[src/design/sttc_pkg.sv]
/*
 * Constants and carrier types for the S/T line state and test control bytes.
 * Assumes a 100 MHz system clock and byte registers addressed by their index.
 */
package sttc_pkg;

   // Clock and test tone timing
   localparam int CLK_HZ        = 100_000_000;
   localparam int TONE_HZ       = 96_000;
   localparam int TONE_HALF_CYC = CLK_HZ / (2 * TONE_HZ);   // Rounded down

   // Byte register indices on the serial control port
   localparam logic [3:0] REG_LSTC = 4'hB;   // line_state_test_control
   localparam logic [3:0] REG_RSVA = 4'hC;   // reserved_byte_a
   localparam logic [3:0] REG_LOC  = 4'hD;   // line_option_control
   localparam logic [3:0] REG_RSVB = 4'hE;   // reserved_byte_b

   // line_state_test_control bit positions
   localparam int LSTC_NO_INFO1 = 7;
   localparam int LSTC_NO_INFO3 = 6;
   localparam int LSTC_RX_LSB   = 4;   // Two-bit received state field
   localparam int LSTC_TX_LSB   = 2;   // Two-bit transmitted state field
   localparam int LSTC_EXT_LB   = 1;
   localparam int LSTC_TONE     = 0;

   // line_option_control bit positions
   localparam int LOC_STAR     = 7;
   localparam int LOC_TTL      = 6;
   localparam int LOC_SPD_MSB  = 5;
   localparam int LOC_MUTE_B2  = 4;
   localparam int LOC_MUTE_B1  = 3;
   localparam int LOC_FORCE_E  = 2;
   localparam int LOC_FORCE_TX = 1;

   // Reset values and write masks
   localparam logic [7:0] RESET_BYTE = 8'h00;
   localparam logic [7:0] LSTC_WMASK = 8'hC3;   // Status field is hardware owned
   localparam logic [7:0] LOC_WMASK  = 8'hFE;   // Bit 0 is reserved, reads zero

   // Two-bit line state codes
   localparam logic [1:0] CODE_INFO0 = 2'h0;
   localparam logic [1:0] CODE_LOW   = 2'h1;
   localparam logic [1:0] CODE_HIGH  = 2'h2;
   localparam logic [1:0] CODE_X     = 2'h3;

   // INFO numbers as reported by the line receiver and activation logic
   localparam logic [2:0] INFO_N0 = 3'h0;
   localparam logic [2:0] INFO_N1 = 3'h1;
   localparam logic [2:0] INFO_N2 = 3'h2;
   localparam logic [2:0] INFO_N3 = 3'h3;
   localparam logic [2:0] INFO_N4 = 3'h4;

   // One serial control port byte access after deserialisation
   typedef struct packed {
      logic       wr;
      logic       rd;
      logic [3:0] addr;
      logic [7:0] wdata;
   } sttc_scp_req_t;

   // Line signal classification; known low means undetermined or foreign
   typedef struct packed {
      logic       known;
      logic [2:0] num;
   } sttc_info_t;

   // Line transmit pair drive levels
   typedef struct packed {
      logic p;
      logic n;
   } sttc_pair_t;

endpackage

[src/design/sttc_line_ctrl.sv]
/*
 * Line state and test control byte registers of an S/T transceiver, with the
 * datapath hooks they steer: state reporting, test tone, loopback, muting,
 * echo forcing and interchip link transmit gating.
 * Assumes all inputs except arst_n synchronous to clk and a deserialised control port.
 */
// Overview of operation
// - Received state field codes INFO 0, low, high, INFO X as 00, 01, 10, 11.
// - Network side: received INFO 1 reads low, INFO 3 reads high.
// - Terminal side: received INFO 2 reads low, INFO 4 reads high.
// - Anything undefined, test tone or undetermined signal, reads INFO X.
// - Hardware updates both state fields; software writes to them are ignored.
// - Transmitted state uses same code; sending the test tone reads INFO X.
// - Network side: sending INFO 2 reads low, INFO 4 reads high.
// - Terminal side: sending INFO 1 reads low, INFO 3 reads high.
// - Every bit clears on hardware or software reset.
// - External loopback bit loops both B channels back.
// - External loopback also loops D channel, network side only.
// - Test tone bit replaces line signalling with a 96 kHz square wave.
// - Star mode bit enables star configuration, network side only.
// - Input level bit picks CMOS thresholds at 0, TTL at 1.
// - Link clock code is speed MSB bit over external LSB in master mode.
// - B2 mute bit forces idle ones in the link transmit B2 slot.
// - B1 mute bit forces idle ones in the link transmit B1 slot.
// - Force echo bit sends every E bit as 0, network side only.
// - Terminal side force bit passes data when synced to INFO 4, not sending INFO 3.
// - Force bit moot when fully active; otherwise idle ones on link transmit.
`timescale 1ns/1ns
module sttc_line_ctrl
   import sttc_pkg::*;
(
   input  wire logic          clk,
   input  wire logic          arst_n,
   input  wire logic          soft_rst,
   input  wire logic          nt_mode,
   input  wire sttc_scp_req_t scp_req,
   output logic [7:0]         scp_rdata,
   input  wire sttc_info_t    rx_info,
   input  wire logic          rx_tone_seen,
   input  wire logic          rx_sync_info4,
   input  wire sttc_info_t    tx_info,
   input  wire sttc_pair_t    tx_pair_in,
   output sttc_pair_t         line_tx_pair,
   input  wire logic          e_bit_in,
   output logic               e_bit_out,
   input  wire logic          link_master,
   input  wire logic          link_speed_lsb,
   output logic [1:0]         link_clk_code,
   input  wire logic          link_tx_in,
   input  wire logic          link_b1_slot,
   input  wire logic          link_b2_slot,
   output logic               link_tx_bit,
   output logic               loop_b_en,
   output logic               loop_d_en,
   output logic               star_mode_en,
   output logic               ttl_levels_sel,
   output logic               ignore_info1,
   output logic               ignore_info3,
   output logic               tone_active
);

   logic [1:0] rst_sync_q;
   logic       rst_n;

   // Reset release through two flops; the first flop feeds only the second
   always_ff @(posedge clk or negedge arst_n) begin
      if (!arst_n) begin
         rst_sync_q <= 2'h0;
      end else begin
         rst_sync_q <= {rst_sync_q[0], 1'b1};
      end
   end
   assign rst_n = rst_sync_q[1];

   logic [7:0] lstc_q, lstc_d;
   logic [7:0] rsva_q, rsva_d;
   logic [7:0] loc_q, loc_d;
   logic [7:0] rsvb_q, rsvb_d;
   logic [7:0] rdata_q, rdata_d;
   logic       tone_q, tone_d;
   logic       e_q, e_d;
   logic       ltx_q, ltx_d;
   sttc_pair_t pair_q, pair_d;

   // Address decode of the control port
   logic wr_lstc, wr_rsva, wr_loc, wr_rsvb;
   assign wr_lstc = scp_req.wr && (scp_req.addr == REG_LSTC);
   assign wr_rsva = scp_req.wr && (scp_req.addr == REG_RSVA);
   assign wr_loc  = scp_req.wr && (scp_req.addr == REG_LOC);
   assign wr_rsvb = scp_req.wr && (scp_req.addr == REG_RSVB);

   // Received state code; undetermined or stray INFO numbers fall to X
   logic       rx_is0, rx_low, rx_high;
   logic [1:0] rx_code;
   assign rx_is0  = rx_info.known && (rx_info.num == INFO_N0);
   assign rx_low  = rx_info.known && (rx_info.num == (nt_mode ? INFO_N1 : INFO_N2));
   assign rx_high = rx_info.known && (rx_info.num == (nt_mode ? INFO_N3 : INFO_N4));
   assign rx_code = rx_tone_seen ? CODE_X :
                    rx_is0       ? CODE_INFO0 :
                    rx_low       ? CODE_LOW :
                    rx_high      ? CODE_HIGH : CODE_X;

   // Transmitted state code; the tone overrides whatever activation sends
   logic       tx_is0, tx_low, tx_high;
   logic [1:0] tx_code;
   assign tx_is0  = tx_info.known && (tx_info.num == INFO_N0);
   assign tx_low  = tx_info.known && (tx_info.num == (nt_mode ? INFO_N2 : INFO_N1));
   assign tx_high = tx_info.known && (tx_info.num == (nt_mode ? INFO_N4 : INFO_N3));
   assign tx_code = lstc_q[LSTC_TONE] ? CODE_X :
                    tx_is0            ? CODE_INFO0 :
                    tx_low            ? CODE_LOW :
                    tx_high           ? CODE_HIGH : CODE_X;

   // Status field is always reloaded from hardware, so writes cannot stick
   logic [7:0] lstc_sw;
   assign lstc_sw = wr_lstc ? ((scp_req.wdata & LSTC_WMASK) | (lstc_q & ~LSTC_WMASK))
                            : lstc_q;
   always_comb begin
      lstc_d = lstc_sw;
      lstc_d[LSTC_RX_LSB +: 2] = rx_code;
      lstc_d[LSTC_TX_LSB +: 2] = tx_code;
   end

   assign rsva_d = wr_rsva ? scp_req.wdata : rsva_q;
   assign rsvb_d = wr_rsvb ? scp_req.wdata : rsvb_q;
   assign loc_d  = wr_loc ? (scp_req.wdata & LOC_WMASK) : loc_q;

   // Read mux; unmapped indices read zero so other byte banks can OR in
   logic [7:0] rd_mux;
   assign rd_mux = (scp_req.addr == REG_LSTC) ? lstc_q :
                   (scp_req.addr == REG_RSVA) ? rsva_q :
                   (scp_req.addr == REG_LOC)  ? loc_q  :
                   (scp_req.addr == REG_RSVB) ? rsvb_q : RESET_BYTE;
   assign rdata_d = scp_req.rd ? rd_mux : rdata_q;

   // Register bank; soft reset clears every bit like the hardware reset
   always_ff @(posedge clk or negedge rst_n) begin
      if (!rst_n) begin
         lstc_q  <= RESET_BYTE;
         rsva_q  <= RESET_BYTE;
         loc_q   <= RESET_BYTE;
         rsvb_q  <= RESET_BYTE;
         rdata_q <= RESET_BYTE;
      end else if (soft_rst) begin
         lstc_q  <= RESET_BYTE;
         rsva_q  <= RESET_BYTE;
         loc_q   <= RESET_BYTE;
         rsvb_q  <= RESET_BYTE;
         rdata_q <= RESET_BYTE;
      end else begin
         lstc_q  <= lstc_d;
         rsva_q  <= rsva_d;
         loc_q   <= loc_d;
         rsvb_q  <= rsvb_d;
         rdata_q <= rdata_d;
      end
   end
   assign scp_rdata = rdata_q;

   // Tone half period enable; held cleared while the tone is off
   logic tone_tick;
   sttc_tick #(
      .DIV (TONE_HALF_CYC)
   ) u_tone_tick (
      .clk   (clk),
      .rst_n (rst_n),
      .clr   (!lstc_q[LSTC_TONE]),
      .tick  (tone_tick)
   );

   // Square wave replaces the normal pair drive while the tone bit is set
   assign tone_d = !lstc_q[LSTC_TONE] ? 1'b0 :
                   tone_tick          ? !tone_q : tone_q;
   assign pair_d = lstc_q[LSTC_TONE] ? sttc_pair_t'{p: tone_q, n: !tone_q} : tx_pair_in;

   // Echo bits are zeroed only on the network side
   logic force_e;
   assign force_e = nt_mode && loc_q[LOC_FORCE_E];
   assign e_d     = force_e ? 1'b0 : e_bit_in;

   // Link transmit: data only when fully active or forced while synced
   logic fully_active, forced_ok, pass_data, muted;
   assign fully_active = (tx_code == CODE_HIGH) && (rx_code == CODE_HIGH);
   assign forced_ok    = !nt_mode && loc_q[LOC_FORCE_TX] && rx_sync_info4
                         && (tx_code != CODE_HIGH);
   assign pass_data    = fully_active || forced_ok;
   assign muted        = (link_b1_slot && loc_q[LOC_MUTE_B1])
                       || (link_b2_slot && loc_q[LOC_MUTE_B2]);
   assign ltx_d        = (pass_data && !muted) ? link_tx_in : 1'b1;

   // Datapath flops; a soft reset parks only the tone flop, the others keep following their inputs
   always_ff @(posedge clk or negedge rst_n) begin
      if (!rst_n) begin
         tone_q <= 1'b0;
         pair_q <= '0;
         e_q    <= 1'b0;
         ltx_q  <= 1'b1;
      end else begin
         tone_q <= soft_rst ? 1'b0 : tone_d;
         pair_q <= pair_d;
         e_q    <= e_d;
         ltx_q  <= ltx_d;
      end
   end
   assign line_tx_pair = pair_q;
   assign e_bit_out    = e_q;
   assign link_tx_bit  = ltx_q;

   // Mode levels decoded straight from register bits
   assign loop_b_en      = lstc_q[LSTC_EXT_LB];
   assign loop_d_en      = lstc_q[LSTC_EXT_LB] && nt_mode;
   assign star_mode_en   = loc_q[LOC_STAR] && nt_mode;
   assign ttl_levels_sel = loc_q[LOC_TTL];
   assign link_clk_code  = link_master ? {loc_q[LOC_SPD_MSB], link_speed_lsb}
                                       : 2'h0;
   assign ignore_info1   = lstc_q[LSTC_NO_INFO1] && nt_mode;
   assign ignore_info3   = lstc_q[LSTC_NO_INFO3] && nt_mode;
   assign tone_active    = lstc_q[LSTC_TONE];
endmodule

[src/design/sttc_tick.sv]
/*
 * Free running divider giving a one-cycle enable pulse every DIV clocks.
 * Assumes a synchronous clear and the already synchronised reset.
 */
`timescale 1ns/1ns
module sttc_tick #(
   parameter int DIV = 2
) (
   input  wire logic clk,
   input  wire logic rst_n,
   input  wire logic clr,
   output logic      tick
);

   localparam int CW = (DIV > 1) ? $clog2(DIV) : 1;
   localparam logic [CW-1:0] LAST = CW'(DIV - 1);

   logic [CW-1:0] cnt_q;
   logic [CW-1:0] cnt_d;

   // Wrap at the last count, restart on clear so the first pulse is a full period
   assign tick  = (cnt_q == LAST) && !clr;
   assign cnt_d = (clr || tick) ? '0 : cnt_q + CW'(1);

   always_ff @(posedge clk or negedge rst_n) begin
      if (!rst_n) begin
         cnt_q <= '0;
      end else begin
         cnt_q <= cnt_d;
      end
   end

endmodule

[config.mk]
export PLATFORM = sky130hd
export DESIGN_NAME = sttc_line_ctrl
export DESIGN_NICKNAME = d
export VERILOG_FILES = /design/src/design/sttc_pkg.sv /design/src/design/sttc_line_ctrl.sv /design/src/design/sttc_tick.sv
export SDC_FILE = /design/constraint.sdc
export NUM_CORES = 1
export LEC_CHECK = 0
export ABC_AREA = 1
export BUFFER_PORTS_ARGS = -buffer_cell sky130_fd_sc_hd__buf_2
export CAP_MARGIN = 20
export CORE_MARGIN = 2
export CORE_UTILIZATION = 30
export CTS_CLUSTER_DIAMETER = 30
export CTS_CLUSTER_SIZE = 40
export DETAILED_ROUTE_END_ITERATION = 7
export GPL_TIMING_DRIVEN = 0
export PLACE_DENSITY = 0.56
export SYNTH_ARGS = -nofsm -noshare
export SYNTH_HDL_FRONTEND = slang
export SYNTH_SLANG_ARGS = --single-unit
[constraint.sdc]
create_clock -name clk -period 3.64 [get_ports clk]
set_input_delay 0.546 -clock clk [delete_from_list [all_inputs] [get_ports clk]]
set_output_delay 0.546 -clock clk [all_outputs]
set_load 0.05 [all_outputs]
* After elaboration in Yosys (flattened, before gate mapping)
Cells that the tools add are included.
W data, S select, Z words.
** Storage, ports and cells
- Register bits after elaboration :: 57
- Bits of input ports :: 36
- Output and inout port bits :: 21
- Word-level logic and storage cells :: 99
** Operators by class
- $add $sub $neg :: 1
- Equality and inequality tests :: 13
- Multiplexer cells :: 34
- Bitwise operators :: 1
- Reduce and logical (&&, ||, !) cells :: 37
** Operators by type and width (count)
- $mux W8 :: 14
- $logic_and A1 B1 Y1 :: 23
- $mux W2 :: 10
- $eq A4 B4 Y1 const B :: 4
- $add A10 B1 Y10 const B :: 1
- $eq A10 B10 Y1 const B :: 1
- $mux W10 :: 1
- $reduce_bool A2 Y1 :: 5
- $or A8 B6 Y8 :: 1
- $mux W1 :: 7
- $eq A3 B2 Y1 :: 2
- $eq A3 B3 Y1 :: 2
- $logic_not A3 Y1 :: 2
- $mux W3 :: 2
- $eq A2 B2 Y1 const B :: 2
- $logic_not A1 Y1 :: 4
- $logic_or A1 B1 Y1 :: 3
- $ne A3 B2 Y1 const B :: 1
- $ne A2 B2 Y1 const B :: 1

* Longest topological paths before layout
- Word-level depth :: 12
- Depth in mapped cells :: 9
- Mapped depth without buffers :: 9

* Hierarchy
From an unflattened synthesis, not the netlist that was laid out.
** Unflattened totals
- Cell total of the unflattened synthesis :: 380
- Area total of the unflattened synthesis :: 2932.8 µm²
** By module, submodules not included
- sttc_line_ctrl :: times used 1, cells an instance 309, area an instance 2379.8 µm², seq. area each 1152.4 µm²
- sttc_tick :: times used 1, cells an instance 71, area an instance 553.0 µm², seq. area each 250.2 µm²

* Least setup slack after synthesis
Ideal clock, no wire load.
- Path kind :: input -> output
- From :: input port nt_mode
- To :: output port loop_d_en
- Data arrival time :: 1.100 ns
- Required time :: 3.094 ns
- Setup slack :: 1.994 ns
- Stages :: 3
- Buffers on the path :: 1
- Cell sequence :: buf_2 > nand2_1 > inv_1
** On the way
- Longest elaborated chain between the ends :: 1
** Ends and longest elaborated chain
- start, declared :: line sttc_line_ctrl.sv:35 : input wire logic nt_mode,
- $logic_and A1 B1 Y1 :: line sttc_line_ctrl.sv:211 : assign loop_d_en = lstc_q[LSTC_EXT_LB] && nt_mode;
- end, declared :: line sttc_line_ctrl.sv:54 : output logic loop_d_en,
No other way between the ends.

* Worst setup path in the final report
- From :: input port nt_mode
- To :: output port ignore_info1
** On the way
- Longest elaborated chain between the ends :: 1
** Ends and longest elaborated chain
- $logic_and A1 B1 Y1 :: line sttc_line_ctrl.sv:216 : assign ignore_info1 = lstc_q[LSTC_NO_INFO1] && nt_mode;
- end, declared :: line sttc_line_ctrl.sv:57 : output logic ignore_info1,
No other way between the ends.

==> metrics.cfg <==
[synthesis]
ys_top_cells_by_count = nand2_1 (100), dfrtp_1 (55), inv_1 (36)
yosys.area.top_type = dfrtp_1
syn_avg_cell_area_um2 = 8.29
synth_ff_type = dfrtp_1
ys_seq_area_frac = 0.504
yosysMostFrequentCell = nand2_1
synth_top_cell_area_share = 0.494
synth_adder_area_share = 0.00449
synth_edf_count = 0
synthMuxAreaShare = 0.0297
yosys_warnings = 0
synth-simple-area-share = 0.281
mappedNetlistNets = 373
synthXorXnorAreaFrac = 0.0126
synthDistinctLibCells = 35
netlist_top_cells_area = dfrtp_1 (49%), nand2_1 (13%), inv_1 (4.9%)
synthesis.area_um2 = 2780
ys_ff_latch = 56
syn_inst = 336
ys_async_sr_fraction = 1.00
synth-compound-area-share = 0.0993
synth_top_family_by_area = simple AND/OR/NAND/NOR gates

[clock_tree]
clk_latency_ns = 0.32
htreeDepth = 2
cts_tree = built
root_buffer = clkbuf_8
cts_sinks = 56
cts_buffers = 5
clkTransAtPathRegs_ns = 0.11
post_cts_buffers = 0
clockBufferDepth = 2

[timing]
relSlewSlack = 0.609
tns_ns = 0
fin_crit_sh = 0.489
setup_violations = 0
fin_crit_ns = 1.78
finalMaxSlewViolations = 0
hold_violations = 0
rsz0062_at_grt = no
fin_skew_ns = 0.0115
max_freq_ghz = 0.562
worstMarginPinSlew_ns = 0.586

[placement]
hpwl_um = 5230
port-buffer-count = 56
gp_congestion = 0.799

[setup_path]
crit_family = buffers and inverters
reg2reg_slack_ns = 2.13
cpMaxStageDelayCell = buf_2
crit_chain = buf_2 -> buf_2 -> nand2_1 -> inv_1 -> buf_2
cp.required_ns = 3.09
reg2reg_from = u_tone_tick.cnt_q[0]
path_max_fanout = 10
arrival_ns = 1.23
end_kind = output port
cp.buffers_inverters = 4
slowest_delay_ns = 0.25
cpMostUsedCell = buf_2
reg2regPathDepth = 8
critical_path_class = input port to output port
worst_r2r_endpoint = u_tone_tick.cnt_q[3]
start_kind = input port

[layout]
area_growth_pct = 19.4
nNetsFinal = 438
diodes = 0
fin_util = 0.365
drive_gt1_frac = 0.229

[detailed_routing]
avgViaCountPerCell = 4.66
drt_wl_total_um = 6870
drt_pass1_iterations = 4
drc = 0
wl_per_cell_um = 13.4
vias = 2393
ant_nets = 0
drt_iter0_drc = 101

[die]
die_y_um = 100
io_pins = 57
initial_utilization = 0.306
core_um2 = 9110
row_count = 35
die-area_um2 = 10100
die_w_um = 100

[power_and_ir_drop]
ir_drop_mv = 0.138
power_density_nw_per_um2 = 355
p_total_uw = 1180
internal-power_uw = 838
p_comb_frac = 0.136
clockPowerShare = 0.301
sw_frac_of_total = 0.289
leakagePower_uw = 0.00176
power_frac_seq = 0.564
power_switching_uw = 341

[global_route]
grt_max_degree = 31
grt_use_total = 0.144
grt_pass1_wl_um = 11300
grt_pass1_vias = 2238
gr-total-overflow = 0
antenna_found_initial = 0

[outcome]
status = complete, no violations

[worst_hold_path]
hold_class = flip-flop to async pin

[run]
cap_viol_max_count = 0

[cell usage in the layout (no fill, tap or decap), types with 4 or more instances in the layout]
master / count
a21oi_1: 8
buf_2: 57
clkbuf_8: 5
dfrtp_1: 54
inv_1: 36
mux2_4: 4
nand2_1: 100
nand2_4: 4
nand3_1: 26
nor2_1: 23
o21ai_0: 27
o21ai_1: 14
xor2_1: 4
[power by group through the flow]
stage / clock network [µW] / registers, µW / logic (µW)
2_1_floorplan: 0 / 695 / 77.9
3_3_place_gp: 0 / 684 / 150
3_5_place_dp: 0 / 678 / 161
4_1_cts: 364 / 666 / 162
5_1_grt: 388 / 670 / 179
6_report: 354 / 665 / 160
[per-stage QoR]
stage	cell area [µm²]	std cells	worst slack, ns	hold slack (ns)
3_5_place_dp	3220	504	1.80	0.297
3_3_place_gp	3200	503	1.31	0.332
4_1_cts	3320	513	1.84	0.308
2_1_floorplan	2780	336	1.97	0.250
6_report	3320	513	1.86	0.279
5_1_grt	3320	513	1.77	0.339
[worst max path at each step]
stage / startpoint / endpoint / slack (ns) / cells past startpoint
after CTS: nt_mode / ignore_info1 / 1.84 / 5
after detailed placement: scp_req[11] / rsva_q[3] / 1.80 / 6
after floorplan: rst_sync_q[1] / e_bit_out / 1.97 / 0
final: nt_mode / ignore_info1 / 1.86 / 5
after global routing: nt_mode / ignore_info1 / 1.77 / 5
after global placement: rst_sync_q[1] / lstc_q[1] / 1.31 / 0
[cell type report]
type,count,area (µm²)
well taps,111,139
flip-flops and latches,56,1400
plain buffers,5,31.3
repair buffers,58,310
multi-input cells,235,1190
fillers,964,5790
inverters,40,158
clock inverters,2,16.3
clock buffers,6,72.6
[cells by family (layout without fill, tap and decap cells)]
group | Yosys count | count (layout)
AOI/OAI and AO/OA | 53 | 53
xor gates and xnor gates | 4 | 4
adders and majority gates | 1 | 1
buffers and inverters | 45 | 111
DFF | 56 | 56
muxes | 6 | 6
other | 1 | 1
and+or+nand+nor | 170 | 170
[registers in the layout, summed over array words and instances (netlist names)]
register and flops:
tone_q 1, rsva_q 8, rst_sync_q 2, rsvb_q 8, lstc_q 8, e_bit_out 1, line_tx_pair 2, u_tone_tick.cnt_q 10
link_tx_bit 1, scp_rdata 8, loc_q 7
[what timing repair did]
action | in CTS | in global routing
hold endpoints to repair | 2 | 0
gates resized for setup | 0 | 0
hold buffers | 1 | 0
[per-layer routing]
metal	share of wire	vias up	track usage
met5	0	-	0
li1	-	1204	-
met3	0.042	7	0.0216
met4	0.0098	0	0.0348
met2	0.46	52	0.224
met1	0.49	1130	0.213
(Power assumes the default switching activity.)
